`config.mk`:
```
export PLATFORM = sky130hd
export DESIGN_NAME = fsra_device_flat
export DESIGN_NICKNAME = d
export VERILOG_FILES = /design/src/logic/fsra_pkg.sv /design/src/logic/fsra_if.sv /design/src/logic/fsra_device.sv /design/src/flat_wrapper.sv
export SDC_FILE = /design/constraint.sdc
export NUM_CORES = 1
export LEC_CHECK = 0
export BUFFER_PORTS_ARGS = -buffer_cell sky130_fd_sc_hd__buf_2
export CORE_MARGIN = 3
export CORE_UTILIZATION = 41
export CTS_BUF_LIST = sky130_fd_sc_hd__clkbuf_4
export DETAILED_ROUTE_END_ITERATION = 10
export PLACE_DENSITY = 0.69
export SLEW_MARGIN = 5
export SYNTH_ARGS = -nofsm -noshare
export SYNTH_HDL_FRONTEND = slang
export SYNTH_SLANG_ARGS = --single-unit
```
`constraint.sdc`:
```
create_clock -name clk -period 7.8 [get_ports clk]
set_input_delay 0.39 -clock clk [delete_from_list [all_inputs] [get_ports clk]]
set_output_delay 0.39 -clock clk [all_outputs]
set_load 0.05 [all_outputs]
```
`src/logic/fsra_pkg.sv`:
```
// Contract
// Direct commands only for registers one to three
// Opcodes 05h 35h 15h read registers 1-3
// Opcodes 01h 31h 11h write registers 1-3
// Opcode 65h plus address reads register
// Opcode 71h, address, data writes register
// Indirect addresses 01h-06h map registers 1-6
// Other indirect addresses: writes ignored, reads 00h
// Power-up copies persistent image into registers
// 50h volatile write; 06h also persistent write
// Reset clears working registers, not persistent copy
// Bit 7 protect control, read/write, reset 0
// Bit 6 granularity: 0=64kB, 1=4kB
// Bit 5 direction: 0 bottom up, 1 top down
// Bits 4:2 block protect field, reset 000
// Latch low rejects status register writes; the code also admits them with the latch low after 50h
// Latch cleared at power-up and reset
// Incomplete command leaves latch unchanged
// 06h sets latch; 50h leaves it alone
// Bit 0 busy flag, read only, reset 0
// Status read repeats fresh bytes while clocked
//
package fsra_pkg;
	localparam int FSRA_NREG = 6;
	localparam logic [7:0] FSRA_OP_RD1 = 8'h05;
	localparam logic [7:0] FSRA_OP_RD2 = 8'h35;
	localparam logic [7:0] FSRA_OP_RD3 = 8'h15;
	localparam logic [7:0] FSRA_OP_WR1 = 8'h01;
	localparam logic [7:0] FSRA_OP_WR2 = 8'h31;
	localparam logic [7:0] FSRA_OP_WR3 = 8'h11;
	localparam logic [7:0] FSRA_OP_IRD = 8'h65;
	localparam logic [7:0] FSRA_OP_IWR = 8'h71;
	localparam logic [7:0] FSRA_OP_WREN = 8'h06;
	localparam logic [7:0] FSRA_OP_VWREN = 8'h50;
	localparam logic [7:0] FSRA_ADDR_FIRST = 8'h01;
	localparam logic [7:0] FSRA_ADDR_LAST = 8'h06;
	localparam int FSRA_BIT_PCTL = 7;
	localparam int FSRA_BIT_GRAN = 6;
	localparam int FSRA_BIT_DIR = 5;
	localparam int FSRA_BP_HI = 4;
	localparam int FSRA_BP_LO = 2;
	localparam int FSRA_BIT_WEL = 1;
	localparam int FSRA_BIT_BUSY = 0;
	// Software writable bits of register one
	localparam logic [7:0] FSRA_SR1_WMASK = 8'hFC;
	localparam logic [7:0] FSRA_RESET_VAL = 8'h00;
	// Host register map
	localparam logic [1:0] FSRA_H_CTRL = 2'h0;
	localparam logic [1:0] FSRA_H_ARG = 2'h1;
	localparam logic [1:0] FSRA_H_STAT = 2'h2;
	localparam logic [1:0] FSRA_H_DATA = 2'h3;
	localparam int FSRA_SCK_DIV = 4;
endpackage : fsra_pkg

```
`src/logic/fsra_if.sv`:
```
`timescale 1ns/1ps
`default_nettype none
interface fsra_if;
	logic cs_n;
	logic sck;
	logic mosi;
	logic miso;
	modport dev (input cs_n, input sck, input mosi, output miso);
	modport host (output cs_n, output sck, output mosi, input miso);
endinterface : fsra_if
`default_nettype wire

```
`src/logic/fsra_device.sv`:
```
`timescale 1ns/1ps
`default_nettype none
module fsra_device import fsra_pkg::*; (
	// Clock and reset
	input wire logic clk,
	input wire logic rst,
	// Link
	fsra_if.dev link,
	// Persistent image and internal state
	input wire logic [FSRA_NREG*8-1:0] nv_image,
	input wire logic busy_in,
	input wire logic [FSRA_NREG*8-1:0] hw_status,
	output logic nv_wr,
	output logic [2:0] nv_wr_idx,
	output logic [7:0] nv_wr_data,
	output logic [FSRA_NREG*8-1:0] regs_out,
	output logic ready
);
	// ******************************
	// Pin synchronisers
	// ******************************
	logic [1:0] cs_s_q, sck_s_q, mosi_s_q;
	logic sck_prev_q;
	always_ff @(posedge clk) begin
		cs_s_q <= {cs_s_q[0], link.cs_n};
		sck_s_q <= {sck_s_q[0], link.sck};
		mosi_s_q <= {mosi_s_q[0], link.mosi};
		sck_prev_q <= sck_s_q[1];
	end
	wire logic sel = ~cs_s_q[1];
	wire logic rise = sel & sck_s_q[1] & ~sck_prev_q;
	wire logic fall = sel & ~sck_s_q[1] & sck_prev_q;

	typedef enum logic [1:0] {
		FSRA_ST_LOAD = 2'b00,
		FSRA_ST_IDLE = 2'b01,
		FSRA_ST_RUN = 2'b10
	} fsra_dstate_e;
	fsra_dstate_e st_q;
	logic [7:0] regs_q [FSRA_NREG];
	logic [7:0] sh_q, op_q, addr_q, tx_q;
	logic [2:0] bit_q;
	logic [1:0] byte_q;
	logic wel_q, vol_q, done_q;

	function automatic logic [2:0] fsra_idx(input logic [7:0] a);
		fsra_idx = 3'(a - FSRA_ADDR_FIRST);
	endfunction : fsra_idx
	function automatic logic fsra_valid(input logic [7:0] a);
		fsra_valid = (a >= FSRA_ADDR_FIRST) && (a <= FSRA_ADDR_LAST);
	endfunction : fsra_valid

	// Live value of a register, busy and latch folded into register one
	function automatic logic [7:0] fsra_live(input logic [7:0] a);
		logic [7:0] v;
		v = 8'h00;
		if (fsra_valid(a)) begin
			v = regs_q[fsra_idx(a)] | hw_status[fsra_idx(a)*8 +: 8];
			if (a == FSRA_ADDR_FIRST) begin
				v[FSRA_BIT_WEL] = wel_q;
				v[FSRA_BIT_BUSY] = busy_in;
			end
		end
		fsra_live = v;
	endfunction : fsra_live

	wire logic [7:0] rx = {sh_q[6:0], mosi_s_q[1]};
	wire logic byte_end = rise && bit_q == 3'd7;

	// ******************************
	// Bit and byte framing
	// ******************************
	always_ff @(posedge clk) begin
		if (rst || !sel) begin
			bit_q <= 3'd0;
			byte_q <= 2'd0;
		end else if (rise) begin
			sh_q <= rx;
			bit_q <= bit_q + 3'd1;
			if (byte_end && byte_q != 2'd3) begin
				byte_q <= byte_q + 2'd1;
			end
			if (byte_end && byte_q == 2'd0) begin
				op_q <= rx;
			end
			if (byte_end && byte_q == 2'd1) begin
				addr_q <= rx;
			end
		end
	end

	// Target register for a write landing in this byte, 0 when none
	logic [7:0] wtgt;
	always_comb begin
		wtgt = 8'h00;
		if (byte_q == 2'd1) begin
			unique case (op_q)
				FSRA_OP_WR1: wtgt = 8'h01;
				FSRA_OP_WR2: wtgt = 8'h02;
				FSRA_OP_WR3: wtgt = 8'h03;
				default: wtgt = 8'h00;
			endcase
		end else if (byte_q == 2'd2 && op_q == FSRA_OP_IWR) begin
			wtgt = fsra_valid(addr_q) ? addr_q : 8'h00;
		end
	end
	// A volatile enable opens a write without setting the latch, so either one admits it
	wire logic wr_hit = byte_end && wtgt != 8'h00 && (wel_q || vol_q);

	// ******************************
	// Registers and persistent write
	// ******************************
	logic [2:0] ld_q;
	always_ff @(posedge clk) begin
		nv_wr <= 1'b0;
		if (rst) begin
			st_q <= FSRA_ST_LOAD;
			ld_q <= 3'd0;
			for (int i = 0; i < FSRA_NREG; i++) begin
				regs_q[i] <= FSRA_RESET_VAL;
			end
		end else if (st_q == FSRA_ST_LOAD) begin
			// One register per cycle keeps the load path narrow
			regs_q[ld_q] <= nv_image[ld_q*8 +: 8];
			if (ld_q == 3'(FSRA_NREG-1)) begin
				st_q <= FSRA_ST_IDLE;
			end else begin
				ld_q <= ld_q + 3'd1;
			end
		end else begin
			st_q <= sel ? FSRA_ST_RUN : FSRA_ST_IDLE;
			if (wr_hit) begin
				regs_q[fsra_idx(wtgt)] <= (wtgt == FSRA_ADDR_FIRST) ? (rx & FSRA_SR1_WMASK) : rx;
				if (!vol_q) begin
					nv_wr <= 1'b1;
					nv_wr_idx <= fsra_idx(wtgt);
					nv_wr_data <= rx;
				end
			end
		end
	end

	// ******************************
	// Write enable latch
	// ******************************
	always_ff @(posedge clk) begin
		if (rst || st_q == FSRA_ST_LOAD) begin
			wel_q <= 1'b0;
			vol_q <= 1'b0;
			done_q <= 1'b0;
		end else if (sel) begin
			if (wr_hit) begin
				done_q <= 1'b1;
			end
			if (byte_end && byte_q == 2'd0) begin
				done_q <= (rx == FSRA_OP_WREN) || (rx == FSRA_OP_VWREN);
			end
		end else if (done_q) begin
			// Acts only once the whole command is in; aborted frames leave it
			done_q <= 1'b0;
			if (op_q == FSRA_OP_WREN) begin
				wel_q <= 1'b1;
				vol_q <= 1'b0;
			end else if (op_q == FSRA_OP_VWREN) begin
				vol_q <= 1'b1;
			end else begin
				wel_q <= 1'b0;
				vol_q <= 1'b0;
			end
		end
	end

	// ******************************
	// Read shifter
	// ******************************
	logic [7:0] rsel;
	always_comb begin
		unique case (op_q)
			FSRA_OP_RD1: rsel = FSRA_ADDR_FIRST;
			FSRA_OP_RD2: rsel = 8'h02;
			FSRA_OP_RD3: rsel = 8'h03;
			FSRA_OP_IRD: rsel = addr_q;
			default: rsel = 8'h00;
		endcase
	end
	// Reloaded on the fall that opens every data byte, so a poll sees fresh busy
	wire logic rd_load = (byte_q == 2'd1 && op_q != FSRA_OP_IRD) || byte_q >= 2'd2;
	always_ff @(posedge clk) begin
		if (rst || !sel) begin
			tx_q <= 8'h00;
		end else if (fall) begin
			if (bit_q == 3'd0 && rd_load) begin
				tx_q <= fsra_live(rsel);
			end else begin
				tx_q <= {tx_q[6:0], 1'b0};
			end
		end
	end
	assign link.miso = tx_q[7];
	always_comb begin
		for (int i = 0; i < FSRA_NREG; i++) begin
			regs_out[i*8 +: 8] = regs_q[i];
		end
	end
	assign ready = st_q != FSRA_ST_LOAD;
endmodule : fsra_device
`default_nettype wire

```
`src/flat_wrapper.sv`:
```
// flat-port wrapper written by rule: the top's interface ports become plain ports
module fsra_device_flat import fsra_pkg::*;
  (clk, rst, nv_image, busy_in, hw_status, nv_wr, nv_wr_idx, nv_wr_data, regs_out, ready, link_cs_n, link_sck, link_mosi, link_miso);
  fsra_if link_i ();
  input wire logic clk;
  input wire logic rst;
  input wire logic [FSRA_NREG*8-1:0] nv_image;
  input wire logic busy_in;
  input wire logic [FSRA_NREG*8-1:0] hw_status;
  output logic nv_wr;
  output logic [2:0] nv_wr_idx;
  output logic [7:0] nv_wr_data;
  output logic [FSRA_NREG*8-1:0] regs_out;
  output logic ready;
  input wire logic [$bits(link_i.cs_n)-1:0] link_cs_n;
  input wire logic [$bits(link_i.sck)-1:0] link_sck;
  input wire logic [$bits(link_i.mosi)-1:0] link_mosi;
  output wire logic [$bits(link_i.miso)-1:0] link_miso;
  assign link_i.cs_n = link_cs_n;
  assign link_i.sck = link_sck;
  assign link_i.mosi = link_mosi;
  assign link_miso = link_i.miso;
  fsra_device u_core (.clk(clk), .rst(rst), .link(link_i), .nv_image(nv_image), .busy_in(busy_in), .hw_status(hw_status), .nv_wr(nv_wr), .nv_wr_idx(nv_wr_idx), .nv_wr_data(nv_wr_data), .regs_out(regs_out), .ready(ready));
endmodule
```
Word-level counts from Yosys, hierarchy flattened
Memory sizes are Yosys's and may differ from the RTL's.
Index checks and enable logic that the tools add are counted.
{ "totals": {"register_bits": 63, "ramBits": 48, "input_bits": 102, "output_inout_bits": 62, "memories": 1} }
{ "mem_list": {"columns": ["memory", "depth", "word_bits", "read_ports", "rd_ports_with_merged_regs", "wr", "line", "rtl"], "rows": [
  ["u_core.regs_q", 6, 8, 7, 0, 6, "fsra_device.sv:40", "logic [7:0] regs_q [FSRA_NREG];"]
]} }
{ "classes": {"add_sub_neg": 5, "magnitude_cmp": 5, "n_eq_ne": 22, "n_shift": 2, "muxes": 34, "bitwise_logic": 14, "n_reduce_logical": 34} }
{ "ops": {"columns": ["operator", "count"], "rows": [
  ["indexed part select 48 x 7 -> 8 bit", 2],
  ["2-to-1 mux 8 bit", 7],
  ["== test 8 x 7 -> 1 bit (second input constant)", 4],
  ["one-hot mux 8 bit (4 select lines)", 1],
  ["== test 8 x 1 -> 1 bit (second input constant)", 3],
  ["== test 8 x 3 -> 1 bit (second input constant)", 3],
  ["2-to-1 mux 1 bit", 18],
  ["== test 8 x 5 -> 1 bit (second input constant)", 2],
  ["== test 8 x 6 -> 1 bit (second input constant)", 2],
  ["greater-or-equal comparator 8 x 1 -> 1 bit (second input constant)", 2],
  ["<= comparator 8 x 3 -> 1 bit (second input constant)", 2],
  ["OR reduction 8 bit", 2],
  ["logical AND 1 bit", 11],
  ["2-to-1 mux 2 bit", 5],
  ["inverter 1 bit", 9],
  ["AND reduction 3 bit", 3],
  ["!= test 8 x 7 -> 1 bit (second input constant)", 1],
  ["bitwise OR 8 bit", 1],
  ["AND reduction 2 bit", 4],
  ["nonzero test 8 bit", 1],
  ["adder 3 x 1 -> 3 bit (second input constant)", 2],
  ["== test 3 bit (second input constant)", 2],
  ["2-to-1 mux 3 bit", 2],
  ["one-hot mux 2 bit (3 select lines)", 1],
  ["other kinds (15)", 26]
]} }

Depth between registers and ports, before layout
{ "depth": {"word_depth": 14, "mapped_depth": 13, "depth_no_buf": 12} }

Worst setup path after synthesis
Ideal clock, no wire load.
{ "synth_path": {"kind": "reg2reg", "from": "reg u_core.addr_q[7]", "to": "mem u_core.regs_q[4][0], enable pin", "arrival_ns": 3.282, "t_required_ns": 7.489, "slack_ns": 4.207, "path_stages_with_launch": 12, "path_buffers": 1, "period_less_slack_ns": 3.593, "cell_sequence": "edfxtp_1 -> or4_4 -> nor4_1 -> a31oi_1 -> nor2_1 -> inv_1 -> ha_1 -> or4_1 -> a311o_1 -> or2_1 -> buf_6 -> nand2b_2"} }
{ "synth_lines": {"columns": ["element", "line", "rtl"], "rows": [
  ["start: declaration", "fsra_device.sv:41", "logic [7:0] sh_q, op_q, addr_q, tx_q;"],
  ["start signal: assignment", "fsra_device.sv:87", "addr_q <= rx;"],
  ["end: declaration", "fsra_device.sv:40", null]
]} }

==> results_dict.tcl <==
set metrics [dict create \
    status "finished clean" \
    p_leak_nw 3.04 \
    gp_congestion 1.01 \
    grt_pass1_vias 5452 \
    yosys-top-cells-count "edfxtp_1 (98), nor2_1 (93), a21oi_1 (33), nor3_1 (31), nand2_1 (30)" \
    ys_seq_area_share_pct 52.8 \
    use_met1_pct 30.1 \
    ys_seq_elements 127 \
    cts_inserted_buffers 17 \
    grt_antenna_before_repair 2 \
    overflow 0 \
    async_reset_ff_share_pct 0 \
    die_y_um 134 \
    grt_util_met2_pct 34.8 \
    whs_ns 0.268 \
    clkSlewWorstSetupHoldPaths_ns 0.11 \
    rsz0062_at_grt "false" \
    coreArea_um2 15500 \
    path_class "reg2reg" \
    drt_iter0_markers 612 \
    critPathLaunchType "flip-flop" \
    portBuffers 163 \
    routedWlPerCell_um 19.7 \
    drv_cap 0 \
    rrSetupSlack_ns 3.45 \
    cts.sinks 127 \
    slew_headroom_pct 22.3 \
    r2r_start "u_core.addr_q[7]" \
    routed_wl_um 19700 \
    p_per_area_nw_per_um2 194 \
    via_per_inst 5.65 \
    initial_utilization_pct 42.9 \
    critical_path_required_ns 7.97 \
    synth_area_um2 6670 \
    ys_top_cells_by_area "edfxtp_1 (44%), dfxtp_1 (8.7%), nor2_1 (5.2%)" \
    num_vias 5658 \
    reg2reg_depth 10 \
    antenna_left 0 \
    synth_most_common_cell "edfxtp_1" \
    syn_nets 730 \
    drcViolationCount 0 \
    ys_warn_count 0 \
    root_buffer "clkbuf_4" \
    setup_viol 0 \
    setup_tns_ns 0 \
    synth_edf_count 98 \
    fmax_mhz 230 \
    hold_class "in2reg" \
    met3_usage_pct 4.76 \
    drt_first_pass_iters 5 \
    grt_start_max_net_pins 52 \
    ios 164 \
    num_rows 45 \
    yosysTopAreaCellShare_pct 44.1 \
    fp.dieArea_um2 17800 \
    cts_setup_buffers 0 \
    grt_usage_pct 22.0 \
    period_needed_ns 4.35 \
    pre_cts_ws_ns 3.60 \
    drv_slew 0 \
    clock_latency_ns 0.54 \
    r2r_end "u_core.regs_q[0][4]" \
    synth_flop_cell "edfxtp_1" \
    finalCritPeriodShare_pct 55.8 \
    syn_area_per_cell_um2 10.9 \
    cts_tree "yes" \
    yosysTopAreaCell "edfxtp_1" \
    grt_pass1_wl_um 30100 \
    drive_gt1_share_pct 31.4 \
    hold_end "u_core.ld_q[0]" \
    fillers 1466 \
    power_mw 1.54 \
    crit_arrival_ns 4.52 \
    hold_viol 0 \
    fp.dieW_um 134 \
    netlist_instances 614 \
    h-tree-depth 4 \
    min_from "rst" \
    ir_drop_v 0.000108 \
    path_max_fanout 9 \
    cp-end-kind "flip-flop" \
    layout.nets 893 \
    dp_hpwl_um 15300 \
    setup_ws_ns 3.45 \
    synth.distinct_cells 71 \
    synthToLayoutAreaGrowth_pct 19.4 \
    holdPathStages 2 \
    worst_clock_skew_ns 0.0194 \
    final_cells 1001 \
    grt-busiest-layer "met2" \
    worst_pin_slew_ns 1.16 \
    placed_cells 965 \
    clock_path_buffers 2 \
]
-- per-layer routing --
layer / vias to the layer above / wire length, um
li1: 2646 / -
met1: 2687 / 8350
met2: 286 / 9260
met3: 37 / 1640
met4: 2 / 414
met5: - / 13
-- kinds of logic after synthesis --
kind of cell / after synthesis / share of synthesized area (%)
multiplexers: 37 / 7.58
adder cells (fa/ha/maj): 14 / 2.63
XOR/XNOR: 4 / 0.525
buffers and inverters: 58 / 4.03
AO/OA/AOI/OAI: 116 / 11.9
flip-flops: 127 / 52.8
AND/OR/NAND/NOR: 258 / 20.5
-- state kept, by name (all words and copies together), names as in the netlist --
signal and cells:
u_core.mosi_s_q 2, u_core.nv_wr 1, u_core.vol_q 1, u_core.regs_q 64, u_core.nv_wr_idx 3, u_core.sck_prev_q 1
u_core.bit_q 3, u_core.cs_s_q 2, u_core.sh_q 7, u_core.st_q 2, u_core.wel_q 1, u_core.addr_q 8
u_core.nv_wr_data 8, u_core.ld_q 3, u_core.byte_q 2, u_core.sck_s_q 2, u_core.op_q 8, u_core.tx_q 8
u_core.done_q 1
-- repair_timing --
item / in CTS / in global routing
endpoints found under the hold margin: 3 / 0
hold buffers: 3 / 0
gates resized for setup: 0 / 0
-- worst max path at each step --
stage	start	end	slack (ns)	cells after the start
2_1_floorplan	u_core.addr_q[7]	u_core.regs_q[4][0]	4.21	11
3_3_place_gp	u_core.op_q[6]	u_core.tx_q[3]	3.62	9
3_5_place_dp	u_core.addr_q[7]	u_core.regs_q[5][3]	3.60	9
4_1_cts	u_core.addr_q[7]	u_core.regs_q[0][4]	3.56	10
5_1_grt	u_core.addr_q[7]	u_core.regs_q[0][2]	3.30	10
6_report	u_core.addr_q[7]	u_core.regs_q[0][4]	3.45	10
-- critical path, cell delays in order (launching register included) --
cell	delay [ns]
edfxtp_1	0.38
or4_4	0.56
nor4_1	0.64
a31oi_1	0.27
nor2_1	0.21
inv_1	0.08
ha_1	0.27
o21ai_2	0.16
a41oi_1	0.23
or4b_1	0.74
nand2b_1	0.46
-- through the flow --
stage,util (%),instance area [um^2]
after global routing,51.2,7960
after floorplan,-,6670
after CTS,51.2,7960
after global placement,49.3,7650
after detailed placement,49.3,7670
final,51.2,7960
-- layout make-up --
type / instances / area, um^2 / area share [%]
flip-flops and latches: 127 / 3520 / 44.2
multi-input cells: 429 / 2880 / 36.2
repair buffers: 179 / 943 / 11.8
well taps: 211 / 264 / 3.32
clock inverters: 14 / 133 / 1.67
clock buffers: 17 / 128 / 1.60
inverters: 23 / 86.3 / 1.08
diodes: 1 / 2.50 / 0.0314
-- cells in the final DEF (no fill, tap or decap), types with 3 or more instances in the layout --
master / synthesis / layout
clkbuf_4: 0 / 17
xnor2_1: 4 / 4
inv_6: 0 / 4
nor2b_1: 5 / 5
a222oi_1: 8 / 8
a21o_1: 5 / 5
nand3_1: 5 / 5
mux4_2: 10 / 10
buf_2: 1 / 164
o2111ai_1: 6 / 6
dlygate4sd3_1: 0 / 3
nor2_2: 7 / 7
or2_2: 3 / 3
a211oi_1: 8 / 8
a21oi_1: 33 / 33
o211ai_1: 6 / 6
mux2_2: 8 / 8
dfxtp_1: 29 / 29
o22ai_1: 5 / 5
o21ai_0: 18 / 18
ha_1: 14 / 14
nor4_1: 9 / 9
nand2b_1: 16 / 16
edfxtp_1: 98 / 98
mux2i_1: 19 / 19
nor4b_1: 6 / 6
nor2_1: 93 / 93
buf_4: 1 / 11
a2111oi_0: 6 / 5
inv_1: 21 / 21
nand4_1: 11 / 11
nand2_1: 30 / 30
or3_1: 13 / 13
nand4b_1: 4 / 4
o21bai_1: 3 / 3
nor3_1: 31 / 31
and2_1: 4 / 4
-- power by group --
part	total, mW	internal, mW	switching (mW)
sequential	0.816	0.774	0.0418
combinational	0.299	0.0973	0.202
clock	0.428	0.162	0.266
total	1.54	1.03	0.510
Power figures use the tool's default switching activity.
